[src/rtl/bax_pkg.sv]
// package: operation codes, field layouts and constants for the byte execute datapath
package bax_pkg;
  localparam int BAX_DATA_W = 8;
  localparam int BAX_ADDR_W = 7;
  localparam int BAX_PC_W = 13;
  localparam logic [7:0] BAX_ACC_RST = 8'h00;
  localparam logic [12:0] BAX_PC_RST = 13'h0000;
  localparam logic [7:0] BAX_NIB_LO_MSB = 8'h03;
  // operation selector
  typedef enum logic [4:0] {
    BAX_OP_NOP = 5'h00,
    BAX_OP_DEC = 5'h01,
    BAX_OP_INC = 5'h02,
    BAX_OP_DEC_SKIP = 5'h03,
    BAX_OP_INC_SKIP = 5'h04,
    BAX_OP_OR_IMM = 5'h05,
    BAX_OP_OR_REG = 5'h06,
    BAX_OP_LOAD_IMM = 5'h07,
    BAX_OP_STORE_ACC = 5'h08,
    BAX_OP_COPY_REG = 5'h09,
    BAX_OP_ROT_LEFT = 5'h0a,
    BAX_OP_ROT_RIGHT = 5'h0b,
    BAX_OP_RET_IMM = 5'h0c,
    BAX_OP_RETURN = 5'h0d,
    BAX_OP_RET_IRQ = 5'h0e,
    BAX_OP_STANDBY = 5'h0f,
    BAX_OP_IMM_SUB = 5'h10,
    BAX_OP_REG_SUB = 5'h11,
    BAX_OP_XOR_IMM = 5'h12,
    BAX_OP_XOR_REG = 5'h13,
    BAX_OP_SWAP = 5'h14
  } bax_op_t;
  // one instruction as presented by the decoder
  typedef struct packed {
    bax_op_t op;
    logic [6:0] addr;
    logic to_reg;
    logic [7:0] imm;
    logic is_io;
  } bax_instr_t;
  // status bits kept by the datapath
  typedef struct packed {
    logic watchdog_expiry_n;
    logic power_down_n;
    logic result_null_flag;
    logic half_carry;
    logic carry;
  } bax_status_t;
  localparam bax_status_t BAX_STATUS_RST = 5'b11000;
  // execute states, one-hot
  typedef enum logic [2:0] {
    BAX_ST_RUN = 3'b001,
    BAX_ST_FLUSH = 3'b010,
    BAX_ST_HALT = 3'b100
  } bax_state_t;
endpackage

[src/rtl/bax_byte_alu.sv]
// byte alu execute stage: one instruction per cycle, two for returns and taken skips
`timescale 1ns/100ps
// Overview of operation
// (RULE1) decrement: register minus one to selected target, zero flag only
// (RULE2) increment: register plus one to selected target, zero flag only
// (RULE3) skip forms write like plain ones, keep status, zero result flushes next
// (RULE4) target bit 0 writes accumulator, 1 writes the addressed register
// (RULE5) or immediate: accumulator or literal into accumulator, zero flag
// (RULE6) or register: accumulator or register to target, zero flag
// (RULE7) load immediate: literal into accumulator, status untouched
// (RULE8) store accumulator: accumulator into register, status untouched
// (RULE9) copy register to target, zero flag, also for self write test
// (RULE10) rotate left through carry, old bit 7 becomes carry
// (RULE11) rotate right through carry, old bit 0 becomes carry
// (RULE12) return with literal: accumulator gets literal, pc from stack head, two cycles
// (RULE13) return: pop stack, pc from stack head, two cycles, no status change
// (RULE14) standby clears power down, sets expiry, clears watchdog, halts
// (RULE15) literal minus accumulator into accumulator, updates carry, half carry, zero
// (RULE16) register minus accumulator to target, updates carry, half carry, zero
// (RULE17) xor immediate into accumulator, zero flag
// (RULE18) xor register to target, zero flag
// (RULE19) swap nibbles of register to target, no status change
// (RULE20) pc change or true test takes two cycles, second is a nop
// (RULE21) read-modify-write of an io register uses pin values
// (RULE22) interrupt return: pc from stack head, pop, set global enable
// (RULE23) zero flag set when eight bit result is zero, else cleared
// (RULE24) other operations take one cycle, nop changes no state
module bax_byte_alu
  import bax_pkg::*;
#(
  parameter int DATA_W = BAX_DATA_W
) (
  input wire logic clk_i,
  input wire logic rst_i,
  input wire logic instr_valid_i,
  input wire bax_instr_t instr_i,
  input wire logic [7:0] reg_rd_data_i,
  input wire logic [7:0] pin_rd_data_i,
  input wire logic [12:0] stack_head_i,
  input wire logic wake_i,
  output logic instr_ready_o,
  output logic [7:0] accumulator_reg_o,
  output bax_status_t status_o,
  output logic reg_wr_en_o,
  output logic [6:0] reg_wr_addr_o,
  output logic [7:0] reg_wr_data_o,
  output logic pc_load_o,
  output logic [12:0] pc_value_o,
  output logic stack_pop_o,
  output logic global_irq_enable_o,
  output logic watchdog_clear_o,
  output logic halted_o
);

  // datapath is byte wide only
  if (DATA_W != 8) begin : g_bad_width
    $error("bax_byte_alu supports only DATA_W of 8");
  end

  bax_state_t state;
  bax_state_t next_state;
  logic [7:0] acc;
  bax_status_t st;

  // operand fetch: io registers are read from the pins
  wire logic [7:0] opnd = instr_i.is_io ? pin_rd_data_i : reg_rd_data_i; // RULE21
  wire logic fire = instr_valid_i && (state == BAX_ST_RUN);
  wire bax_op_t op = instr_i.op;

  wire logic [8:0] sub_imm = {1'b0, instr_i.imm} + {1'b0, ~acc} + 9'h001; // RULE15
  wire logic [8:0] sub_reg = {1'b0, opnd} + {1'b0, ~acc} + 9'h001; // RULE16
  wire logic [4:0] hc_imm = {1'b0, instr_i.imm[3:0]} + {1'b0, ~acc[3:0]} + 5'h01;
  wire logic [4:0] hc_reg = {1'b0, opnd[3:0]} + {1'b0, ~acc[3:0]} + 5'h01;

  // result selection
  logic [7:0] res;
  logic res_ok;
  always_comb begin
    res = 8'h00;
    res_ok = 1'b1;
    case (op)
      BAX_OP_DEC, BAX_OP_DEC_SKIP: res = opnd - 8'h01; // RULE1 RULE3
      BAX_OP_INC, BAX_OP_INC_SKIP: res = opnd + 8'h01; // RULE2 RULE3
      BAX_OP_OR_IMM: res = acc | instr_i.imm; // RULE5
      BAX_OP_OR_REG: res = acc | opnd; // RULE6
      BAX_OP_LOAD_IMM, BAX_OP_RET_IMM: res = instr_i.imm; // RULE7 RULE12
      BAX_OP_STORE_ACC: res = acc; // RULE8
      BAX_OP_COPY_REG: res = opnd; // RULE9
      BAX_OP_ROT_LEFT: res = {opnd[6:0], st.carry}; // RULE10
      BAX_OP_ROT_RIGHT: res = {st.carry, opnd[7:1]}; // RULE11
      BAX_OP_IMM_SUB: res = sub_imm[7:0]; // RULE15
      BAX_OP_REG_SUB: res = sub_reg[7:0]; // RULE16
      BAX_OP_XOR_IMM: res = acc ^ instr_i.imm; // RULE17
      BAX_OP_XOR_REG: res = acc ^ opnd; // RULE18
      BAX_OP_SWAP: res = {opnd[3:0], opnd[7:4]}; // RULE19
      default: res_ok = 1'b0;
    endcase
  end

  wire logic res_zero = (res == 8'h00); // RULE23
  wire logic lit_op = (op == BAX_OP_OR_IMM) || (op == BAX_OP_LOAD_IMM) || (op == BAX_OP_RET_IMM)
    || (op == BAX_OP_IMM_SUB) || (op == BAX_OP_XOR_IMM);
  // target decode: literal forms always land in the accumulator, store always in the file
  wire logic to_file = (op == BAX_OP_STORE_ACC) || (!lit_op && instr_i.to_reg); // RULE4
  wire logic wr_acc = fire && res_ok && !to_file; // RULE4
  wire logic wr_file = fire && res_ok && to_file; // RULE4
  wire logic zero_upd = (op == BAX_OP_DEC) || (op == BAX_OP_INC) || (op == BAX_OP_OR_IMM)
    || (op == BAX_OP_OR_REG) || (op == BAX_OP_COPY_REG) || (op == BAX_OP_IMM_SUB)
    || (op == BAX_OP_REG_SUB) || (op == BAX_OP_XOR_IMM) || (op == BAX_OP_XOR_REG);
  wire logic is_ret = (op == BAX_OP_RET_IMM) || (op == BAX_OP_RETURN) || (op == BAX_OP_RET_IRQ);
  wire logic skip_taken = ((op == BAX_OP_DEC_SKIP) || (op == BAX_OP_INC_SKIP)) && res_zero; // RULE3
  wire logic two_cycle = fire && (is_ret || skip_taken); // RULE20
  wire logic standby = fire && (op == BAX_OP_STANDBY);

  // next status: only the bits an operation names move
  bax_status_t next_st;
  always_comb begin
    next_st = st;
    if (fire && zero_upd) begin
      next_st.result_null_flag = res_zero; // RULE23
    end
    if (fire && (op == BAX_OP_ROT_LEFT)) begin
      next_st.carry = opnd[7]; // RULE10
    end
    if (fire && (op == BAX_OP_ROT_RIGHT)) begin
      next_st.carry = opnd[0]; // RULE11
    end
    if (fire && (op == BAX_OP_IMM_SUB)) begin
      next_st.carry = sub_imm[8]; // RULE15
      next_st.half_carry = hc_imm[4];
    end
    if (fire && (op == BAX_OP_REG_SUB)) begin
      next_st.carry = sub_reg[8]; // RULE16
      next_st.half_carry = hc_reg[4];
    end
    if (standby) begin
      next_st.power_down_n = 1'b0; // RULE14
      next_st.watchdog_expiry_n = 1'b1; // RULE14
    end
  end

  // sequencing: flush cycle after returns and taken skips, halt after standby
  always_comb begin
    next_state = state;
    case (state)
      BAX_ST_RUN: begin
        if (standby) begin
          next_state = BAX_ST_HALT; // RULE14
        end else if (two_cycle) begin
          next_state = BAX_ST_FLUSH; // RULE20
        end
      end
      BAX_ST_FLUSH: next_state = BAX_ST_RUN; // RULE24
      BAX_ST_HALT: next_state = wake_i ? BAX_ST_RUN : BAX_ST_HALT;
      default: next_state = BAX_ST_RUN;
    endcase
  end

  // state, accumulator and status
  always_ff @(posedge clk_i) begin
    if (rst_i) begin
      state <= BAX_ST_RUN;
      acc <= BAX_ACC_RST;
      st <= BAX_STATUS_RST;
    end else begin
      state <= next_state;
      st <= next_st;
      if (wr_acc) begin
        acc <= res;
      end
    end
  end

  // registered side effects; a nop leaves every write, load, pop and clear strobe idle
  always_ff @(posedge clk_i) begin
    if (rst_i) begin
      reg_wr_en_o <= 1'b0;
      reg_wr_addr_o <= 7'h00;
      reg_wr_data_o <= 8'h00;
      pc_load_o <= 1'b0;
      pc_value_o <= BAX_PC_RST;
      stack_pop_o <= 1'b0;
      global_irq_enable_o <= 1'b0;
      watchdog_clear_o <= 1'b0;
    end else begin
      reg_wr_en_o <= wr_file; // RULE4
      reg_wr_addr_o <= instr_i.addr;
      reg_wr_data_o <= res;
      pc_load_o <= fire && is_ret; // RULE12 RULE13 RULE22
      pc_value_o <= stack_head_i;
      stack_pop_o <= fire && is_ret; // RULE13
      if (fire && (op == BAX_OP_RET_IRQ)) begin
        global_irq_enable_o <= 1'b1; // RULE22
      end
      watchdog_clear_o <= standby; // RULE14
    end
  end

  // ready drops for the flush cycle and while halted
  always_ff @(posedge clk_i) begin
    if (rst_i) begin
      instr_ready_o <= 1'b1;
      halted_o <= 1'b0;
    end else begin
      instr_ready_o <= (next_state == BAX_ST_RUN);
      halted_o <= (next_state == BAX_ST_HALT);
    end
  end

  assign accumulator_reg_o = acc;
  assign status_o = st;
endmodule

[config.mk]
export PLATFORM = sky130hd
export DESIGN_NAME = bax_byte_alu
export DESIGN_NICKNAME = d
export VERILOG_FILES = /design/src/rtl/bax_pkg.sv /design/src/rtl/bax_byte_alu.sv
export SDC_FILE = /design/constraint.sdc
export NUM_CORES = 1
export LEC_CHECK = 0
export BUFFER_PORTS_ARGS = -buffer_cell sky130_fd_sc_hd__clkbuf_2
export CORE_ASPECT_RATIO = 0.6
export CORE_MARGIN = 4
export CORE_UTILIZATION = 49
export CTS_BUF_LIST = sky130_fd_sc_hd__clkbuf_2 sky130_fd_sc_hd__clkbuf_4 sky130_fd_sc_hd__clkbuf_8
export CTS_CLUSTER_DIAMETER = 80
export CTS_CLUSTER_SIZE = 8
export DETAILED_ROUTE_END_ITERATION = 6
export PLACE_DENSITY_LB_ADDON = 0.12
export SLEW_MARGIN = 5
export SYNTH_ARGS = -nofsm -noshare
export SYNTH_HDL_FRONTEND = slang
export SYNTH_SLANG_ARGS = --single-unit
[constraint.sdc]
create_clock -name clk_i -period 4.7 [get_ports clk_i]
set_clock_uncertainty 0.1 [all_clocks]
set_input_delay 0.235 -clock clk_i [delete_from_list [all_inputs] [get_ports clk_i]]
set_output_delay 0.235 -clock clk_i [all_outputs]
set_load 0.05 [all_outputs]
# After elaboration in Yosys (flattened, before gate mapping)
# Cells that the tools add are included.
dict set report totals {
  reg_bits 49
  in_bits 55
  output_inout_bits 48
  wordCells 107
}
dict set report classes {
  add_sub_neg 10
  n_eq_ne 24
  muxes 11
  bitwise_logic 6
  n_reduce_logical 41
}
# op n
set op_table {}
lappend op_table {{$pmux 8 s14} 1}
lappend op_table {{$eq 5x4->1 const B} 8}
lappend op_table {{$eq 5x5->1 const B} 5}
lappend op_table {{$eq 5x3->1 const B} 4}
lappend op_table {{$add 8x8->9} 2}
lappend op_table {{$add 9x1->9 const B} 2}
lappend op_table {{$logic_or 1x1->1} 17}
lappend op_table {{$reduce_or 17->1} 1}
lappend op_table {{$or 8x8->8} 2}
lappend op_table {{$xor 8x8->8} 2}
lappend op_table {{$logic_and 1x1->1} 15}
lappend op_table {{$add 4x4->5} 2}
lappend op_table {{$add 5x1->5 const B} 2}
lappend op_table {{$eq 5x2->1 const B} 2}
lappend op_table {{$mux 3} 3}
lappend op_table {{$add 8x1->8 const B} 1}
lappend op_table {{$logic_not 8->1} 1}
lappend op_table {{$mux 8} 1}
lappend op_table {{$not 8->8} 1}
lappend op_table {{$sub 8x1->8 const B} 1}
lappend op_table {{$eq 3x1->1 const B} 2}
lappend op_table {{$eq 3x3->1 const B} 2}
lappend op_table {{$pmux 3 s2} 1}
lappend op_table {{$reduce_or 2->1} 3}
lappend op_table {{other kinds (7)} 11}

# Longest topological paths before layout
# Gate-level depths: netlist of the first run.
dict set report logic_depth {
  word_depth 12
  depth_mapped 15
  mapped_depth_nobuf 14
}

# Worst setup path after synthesis of the first run
# No wires, ideal clock.
dict set report synth_timing {
  path_kind {reg2reg}
  start {register acc[0], in the netlist accumulator_reg_o[0]}
  end {register instr_ready_o}
  setup_ps 120
  t_arrival_ps 3252
  required_time_ps 4480
  setup_slack_ps 1228
  stages_incl_launch_ff 14
  n_path_buf 0
  period_less_slack_ps 3472
  cell_sequence {dfxtp_1 ha_1 inv_1 fa_1 a211oi_1 nor2_1 xor2_1 a22oi_1 o211ai_1 a21oi_1 nand4_1 o41a_1 nand2b_4 a211o_1}
}
dict set report synth_via {
  elab_chain_len 12
  elab_cells_between_ends 18
  classes_between {add/sub (4); eq/ne (1); mux (4); bitwise (5); reduce/logical (4)}
}
# element line
set synth_lines {}
lappend synth_lines {{start, declared} bax_byte_alu.sv:62} ;# logic [7:0] acc;
lappend synth_lines {{start signal, assigned} bax_byte_alu.sv:169} ;# acc <= res;
lappend synth_lines {{$not 8->8} {bax_byte_alu.sv:70, bax_byte_alu.sv:71}}
lappend synth_lines {{$add 8x8->9 (on tied branches)} {bax_byte_alu.sv:71, bax_byte_alu.sv:70}}
lappend synth_lines {{$add 9x1->9 (on tied branches)} {bax_byte_alu.sv:71, bax_byte_alu.sv:70}}
lappend synth_lines {{$pmux 8 s14 *} bax_byte_alu.sv:81} ;# case (op)
lappend synth_lines {{$logic_not 8->1 *} bax_byte_alu.sv:100} ;# wire logic res_zero = (res == 8'h00);
lappend synth_lines {{$logic_and 1x1->1 *} bax_byte_alu.sv:111} ;# wire logic skip_taken = ((op == BAX_OP_DEC_SKIP) || (op == BAX_OP_INC_SKIP)) && res_zero;
lappend synth_lines {{$logic_or 1x1->1 *} bax_byte_alu.sv:112} ;# wire logic two_cycle = fire && (is_ret || skip_taken);
lappend synth_lines {{$logic_and 1x1->1 *} bax_byte_alu.sv:112}
lappend synth_lines {{$mux 3 *} bax_byte_alu.sv:149} ;# end else if (two_cycle) begin
lappend synth_lines {{$mux 3 *} bax_byte_alu.sv:147} ;# if (standby) begin
lappend synth_lines {{$pmux 3 s2 *} bax_byte_alu.sv:145} ;# case (state)
lappend synth_lines {{$eq 3x1->1 *} bax_byte_alu.sv:205} ;# instr_ready_o <= (next_state == BAX_ST_RUN);
lappend synth_lines {{end signal, assigned} bax_byte_alu.sv:205}
lappend synth_lines {{end, declared} bax_byte_alu.sv:41} ;# output logic instr_ready_o,
# Mark *: on every way between the ends. The rest lies on a longest branch, timed or not.
# A chain may end at the register's enable or synchronous reset.

# Worst setup path in the final report of the first run
dict set report layout_timing {
  start {input port instr_i[0] in the netlist's numbering}
  end {register state[0]}
}
dict set report layout_via {
  elab_chain_len 11
  elab_cells_between_ends 15
  classes_between {add/sub (4); mux (5); bitwise (2); reduce/logical (4)}
}
# element line
set layout_lines {}
lappend layout_lines {{start, declared} bax_byte_alu.sv:36} ;# input wire bax_instr_t instr_i,
lappend layout_lines {{$mux 8 *} bax_byte_alu.sv:66} ;# wire logic [7:0] opnd = instr_i.is_io ? pin_rd_data_i : reg_rd_data_i;
lappend layout_lines {{$add 8x8->9} bax_byte_alu.sv:71} ;# wire logic [8:0] sub_reg = {1'b0, opnd} + {1'b0, ~acc} + 9'h001;
lappend layout_lines {{$add 9x1->9} bax_byte_alu.sv:71}
lappend layout_lines {{$pmux 8 s14 *} bax_byte_alu.sv:81}
lappend layout_lines {{$logic_not 8->1 *} bax_byte_alu.sv:100}
lappend layout_lines {{$logic_and 1x1->1 *} bax_byte_alu.sv:111}
lappend layout_lines {{$logic_or 1x1->1 *} bax_byte_alu.sv:112}
lappend layout_lines {{$logic_and 1x1->1 *} bax_byte_alu.sv:112}
lappend layout_lines {{$mux 3 *} bax_byte_alu.sv:149}
lappend layout_lines {{$mux 3 *} bax_byte_alu.sv:147}
lappend layout_lines {{$pmux 3 s2 *} bax_byte_alu.sv:145}
lappend layout_lines {{end signal, assigned} bax_byte_alu.sv:166} ;# state <= next_state;
lappend layout_lines {{end, declared} bax_byte_alu.sv:60} ;# bax_state_t state;
# Marked as above.

==> summary.md, run 1 <==
| Metric | Value |
|---|---|
| Sum Neg Setup Slack | 0 ns |
| CP Class | in2reg |
| Startpoint Class | primary input |
| Height of the die | 78.3 um |
| Routed length per instance | 20.9 um |
| Vias in the first global route | 3898 |
| Max-cap viol count | 0 |
| DR iter-0 viols | 660 |
| Critical Path RT | 4.79 ns |
| DR vias | 4355 |
| Outcome | completed |
| Top post-synthesis cells by area | dfxtp_1 24%, ha_1 5.9%, nor2_1 5.5%, a21oi_1 4.3%, nor2b_1 4.0% |
| Leakage power | 1.92 nW |
| Maximum clock rate | 0.240 GHz |
| Clock Path Buffers | 2 |
| Pre-CTS WS | 0.386 ns |
| Top-count cell post-synth | nor2_1 |
| Top FF cell, synth | dfxtp_1 |
| Yosys cell types | 78 |
| Initial DRT Pass Iterations | 5 |
| FF+latch count, synth | 49 |
| Final core occ | 58.4% |
| Placed cell area | 4540 um^2 |
| Critical Path Sink Type | register |
| Root Buffer Master | clkbuf_8 |
| Clock Latency Late Sink | 0.30 ns |
| Total global routing overflow | 0 |
| Yosys top cell by area | dfxtp_1 |
| First-pass GRT wire length | 22000 um |
| Setup Viol. Count Final | 0 |
| Post-CTS setup buffer count | 0 |
| Post-route cell area | 4640 um^2 |
| Total power | 1.22 mW |
| Clk sink count | 49 |
| H-tree Lvls | 2 |
| DRC errors left | 0 |
| Number of CTS-inserted buffers | 5 |
| Setup ws final | 0.528 ns |
| Pin count of the biggest net entering global routing | 50 |
| Diodes inserted | 0 |
| Crit share post-route | 88.8% |
| Worst-path fanout max | 15 |
| Initial antenna violation count | 0 |
| Post-synth EDFFs | 0 |
| Power density cells | 264 nW/um^2 |
| Syn_nets | 577 |
| Slew HR | 25.5% |
| Final Max Slew Viols | 0 |
| Die W | 125 um |
| Drt total wl | 14500 um |
| Post-route ant nets | 0 |
| Site Rows | 25 |
| Async set or reset register ratio after synthesis | 0% |
| Post-layout minimum cycle time | 4.17 ns |
| Mapped Cells | 501 |
| Worst-path clk slew | 0.09 ns |
| Critical Path AT | 4.26 ns |
| Core ar. | 7950 um^2 |
| Worst-Margin Slew | 1.11 ns |
| Initial core utilization | 50.9% |
| Hold Fails Final Rpt | 0 |
| Hold Worst Slack | 0.0350 ns |
| Ys Warns | 0 |
| Gpl congestion | 0.981 |
| Most frequent cells after synthesis | 59 x nor2_1, 49 x dfxtp_1, 35 x a21oi_1, 26 x nor2b_1, 20 x inv_1 |
| Max VDD drop | 246 uV |
| Syn Std Cell Area | 4040 um^2 |
| Final Non-Filler Cells | 693 |
| Top-area cell type share of the netlist area | 24.3% |
| Final HPWL DP | 11400 um |
| Hold_buf cts | 0 |
| RSZ-0062 raised after global routing | false |
| Worst min-delay path class | in2reg |
| Tot GR Track Use | 28.7% |
| Layout cell share with drive strength beyond 1 | 24.8% |
| Vias/cell | 6.28 |
| Io pins | 103 |
| Area Overhead vs Synth | 14.7% |
| Register area share after synthesis | 24.3% |
| # nets final | 660 |
| Post-CTS Resized | 0 |
| CTS tree | built |
| Port bufs | 101 |
| DIE AREA | 9810 um^2 |
| Dpl cells | 685 |
| Mapped Avg Cell Area | 8.07 um^2 |
==> sequential cells by signal, indices dropped and copies added, names as in the netlist <==
signal               count
watchdog_clear_o         1
halted_o                 1
pc_value_o              13
status_o                 4
stack_pop_o              1
instr_ready_o            1
global_irq_enable_o      1
reg_wr_addr_o            7
state                    3
accumulator_reg_o        8
reg_wr_en_o              1
reg_wr_data_o            8
==> critical path: stages <==
cell       delay, ns
clkbuf_2        0.41
mux2i_4         0.39
ha_1            0.30
inv_1           0.08
fa_1            0.40
xor2_1          0.21
nand3_1         0.10
o211ai_1        0.11
a2111oi_0       0.46
o21ai_0         0.16
a21oi_1         0.36
nand4_1         0.23
o41a_1          0.41
nand2b_4        0.15
a211o_1         0.25
==> cell families (layout without fill, tap and decap cells) <==
family	count (synthesis)	after routing	share of synthesized area [%]
buf+inv	56	140	7.03
other cells	1	1	0.0928
compound gates	148	148	25.3
xor+xnor	21	21	4.55
simple gates	183	183	24.5
flops	49	49	24.3
fa+ha+maj	22	22	7.15
mux	21	21	7.18
==> layout by cell type, fill, tap and decap left out, drive strengths merged, types with 6 or more instances in the layout <==
master and n:
a211oi 20, a21oi 35, a31oi 9, and3 6, buf 7, clkbuf 107
dfxtp 49, ha 19, inv 23, mux2i 16, nand2 17, nand2b 11
nand3 15, nor2 60, nor2b 26, nor3 12, nor3b 7, o211ai 7
o21ai 21, o22ai 11, xnor2 13, xor2 8
==> power by group <==
part,leakage [nW],internal [mW],switching (mW)
Clock,0.0512,0.119,0.136
Sequential,0.403,0.438,0.0173
Combinational,1.47,0.173,0.340
Total,1.92,0.730,0.493
==> path summary, 6_finish.rpt <==
check / startpoint / endpoint / slack, ns / cells after the start
hold / removal: stack_head_i[7] / pc_value_o[7] / 0.03 / 2
setup / recovery: instr_i[0] / state[0] / 0.53 / 15
hold reg to reg: global_irq_enable_o / global_irq_enable_o / 0.38 / 2
setup reg to reg: accumulator_reg_o[0] / state[0] / 0.63 / 12
==> routing by layer <==
metal / routed length [um] / global-route usage, %
met4: 36 / 3.25
met2: 5750 / 38.0
met3: 2200 / 11.4
met1: 6510 / 44.2
met5: 0 / 0
==> final cells by class <==
| type | count | area [um^2] |
|---|---|---|
| Sequential cell | 49 | 981 |
| Multi-Input combinational cell | 396 | 2780 |
| Clock inverter | 2 | 13.8 |
| Timing Repair Buffer | 108 | 558 |
| Tap cell | 108 | 135 |
| Inverter | 24 | 90.1 |
| Fill cell | 792 | 3310 |
| Clock buffer | 6 | 82.6 |
Power figures use the tool's default switching activity.
==> run 2: changes to the inputs <==
--- a/config.mk
+++ b/config.mk
@@ -9,7 +9,7 @@
 export CORE_ASPECT_RATIO = 0.6
 export CORE_MARGIN = 4
 export CORE_UTILIZATION = 49
-export CTS_BUF_LIST = sky130_fd_sc_hd__clkbuf_2 sky130_fd_sc_hd__clkbuf_4 sky130_fd_sc_hd__clkbuf_8
+export CTS_BUF_LIST = sky130_fd_sc_hd__clkbuf_4
 export CTS_CLUSTER_DIAMETER = 80
 export CTS_CLUSTER_SIZE = 8
 export DETAILED_ROUTE_END_ITERATION = 6
==> summary.md, run 2 (same netlist as run 1, synthesis figures left out) <==
| Metric | Value |
|---|---|
| Initial core utilization | 50.9% (unchanged) |
| Vias in the first global route | 4045 (was 3898) |
| DIE AREA | 9810 um^2 (unchanged) |
| Clock Latency Late Sink | 0.36 ns (was 0.30 ns) |
| CP Class | reg2reg (was in2reg) |
| Largest reg by FF count | pc_value_o (unchanged) |
| Leakage power | 1.99 nW (was 1.92 nW) |
| Sum Neg Setup Slack | 0 ns (unchanged) |
| Critical Path Sink Type | register (unchanged) |
| Tot GR Track Use | 29.8% (was 28.7%) |
| Initial antenna violation count | 0 (unchanged) |
| Diodes inserted | 0 (unchanged) |
| Comb power frac | 45.1% (was 41.9%) |
| Drt total wl | 15000 um (was 14500 um) |
| Worst min-delay path class | in2reg (unchanged) |
| Clk sink count | 49 (unchanged) |
| Final Max Slew Viols | 0 (unchanged) |
| Power density cells | 244 nW/um^2 (was 264 nW/um^2) |
| Worst-path fanout max | 7 (was 15) |
| Height of the die | 78.3 um (unchanged) |
| Post-layout minimum cycle time | 4.14 ns (was 4.17 ns) |
| DR iter-0 viols | 675 (was 660) |
| Gpl congestion | 0.981 (unchanged) |
| Max VDD drop | 236 uV (was 246 uV) |
| Critical Path RT | 4.86 ns (was 4.79 ns) |
| Worst-path clk slew | 0.13 ns (was 0.09 ns) |
| Most frequent cells in the layout | 101 x clkbuf_2, 59 x nor2_1, 49 x dfxtp_1 (unchanged) |
| Worst-Margin Slew | 1.09 ns (was 1.11 ns) |
| Routed length per instance | 21.1 um (was 20.9 um) |
| Number of CTS-inserted buffers | 5 (unchanged) |
| CTS tree | built (unchanged) |
| Critical Path AT | 4.30 ns (was 4.26 ns) |
| Setup Viol. Count Final | 0 (unchanged) |
| Outcome | completed (unchanged) |
| Total power | 1.17 mW (was 1.22 mW) |
| Clock Path Buffers | 2 (unchanged) |
| Port bufs | 101 (unchanged) |
| H-tree Lvls | 2 (unchanged) |
| Int Power | 0.679 mW (was 0.730 mW) |
| RSZ-0062 raised after global routing | false (unchanged) |
| # nets final | 680 (was 660) |
| Seq pwr share | 39.0% (was 37.2%) |
| Area Overhead vs Synth | 18.7% (was 14.7%) |
| Power share of the clock group | 15.9% (was 20.9%) |
| Maximum clock rate | 0.242 GHz (was 0.240 GHz) |
| Net Sw Frac | 41.9% (was 40.3%) |
| Crit share post-route | 88.1% (was 88.8%) |
| Max-cap viol count | 0 (unchanged) |
| Max reg flops | 13 (unchanged) |
| Initial DRT Pass Iterations | 7 (was 5) |
| Die W | 125 um (unchanged) |
| DR vias | 4428 (was 4355) |
| Hold Worst Slack | 0.162 ns (was 0.0350 ns) |
| Commonest non-fill, non-tap cell in the layout | clkbuf_2 (unchanged) |
| Root Buffer Master | clkbuf_4 (was clkbuf_8) |
| Total global routing overflow | 0 (unchanged) |
| Slew HR | 27.0% (was 25.5%) |
| Layout cell share with drive strength beyond 1 | 23.8% (was 24.8%) |
| Pin count of the biggest net entering global routing | 50 (unchanged) |
| Vias/cell | 6.21 (was 6.28) |
| Site Rows | 25 (unchanged) |
| First-pass GRT wire length | 22800 um (was 22000 um) |
| Placed cell area | 4540 um^2 (unchanged) |
| Core ar. | 7950 um^2 (unchanged) |
| Final HPWL DP | 11400 um (unchanged) |
| Startpoint Class | register (was primary input) |
| DRC errors left | 0 (unchanged) |
| Post-route cell area | 4800 um^2 (was 4640 um^2) |
| NetSw | 0.490 mW (was 0.493 mW) |
| Io pins | 103 (unchanged) |
| Hold Fails Final Rpt | 0 (unchanged) |
| Post-route ant nets | 0 (unchanged) |
==> run 2: changes by cell type in the layout (fill, tap and decap cells not counted) <==
| cell | delta |
|---|---|
| clkinv_1 | +1 |
| clkbuf_8 | -6 |
| dlygate4sd3_1 | +20 |
| clkbuf_4 | +5 |
==> run 2: worst max-delay path, cell delays in order (launching register included) <==
cell	delay (ns)
dfxtp_1	0.51
ha_1	0.37
inv_1	0.09
fa_1	0.50
xnor2_1	0.34
o221ai_1	0.17
a2111oi_0	0.38
o21ai_0	0.16
a21oi_1	0.38
nand4_1	0.22
o41a_1	0.41
nand2b_4	0.15
a211o_1	0.25
==> run 2: cell type report <==
cell class	count	area [um^2]
clock buffer	5	37.5
timing repair buffer	128	758
fill	774	3150
clock inverter	3	17.5
multi-input combinational	396	2780
tap	108	135
sequential	49	981
inverter	24	90.1
==> run 2: routing by layer <==
layer	global-route usage (%)	wire length, um
met1	44.3	6780
met2	41.9	6140
met3	11.5	2040
met4	2.92	52
met5	0	0
==> run 2: final timing paths <==
path	start	endpoint	slack [ns]	cells after the start
min	wake_i	halted_o	0.16	4
max reg2reg	accumulator_reg_o[0]	state[0]	0.56	12
min reg2reg	global_irq_enable_o	global_irq_enable_o	0.39	2
max	accumulator_reg_o[0]	state[0]	0.56	12
==> run 2: metrics by stage <==
| stage | worst slack, ns | cells | util (%) |
|---|---|---|---|
| after floorplan | 1.23 | 501 | - |
| after global placement | 0.458 | 685 | 57.1 |
| after detailed placement | 0.386 | 685 | 57.1 |
| after CTS | 0.770 | 713 | 60.4 |
| after global routing | 0.508 | 713 | 60.4 |
| final | 0.561 | 713 | 60.4 |
==> run 2: what timing repair did <==
item | CTS | global route
hold buffers | 20 | 0
buffers inserted | 0 | 0
hold endpoints to repair | 20 | 0
gates resized for setup | 0 | 0
==> run 2: power groups by stage <==
stage	clock network, mW	logic, mW	registers [mW]
finish	0.186	0.527	0.456
global route	0.210	0.562	0.458
CTS	0.194	0.514	0.455
detailed placement	0	0.499	0.464
global placement	0	0.491	0.464
floorplan	0	0.290	0.537
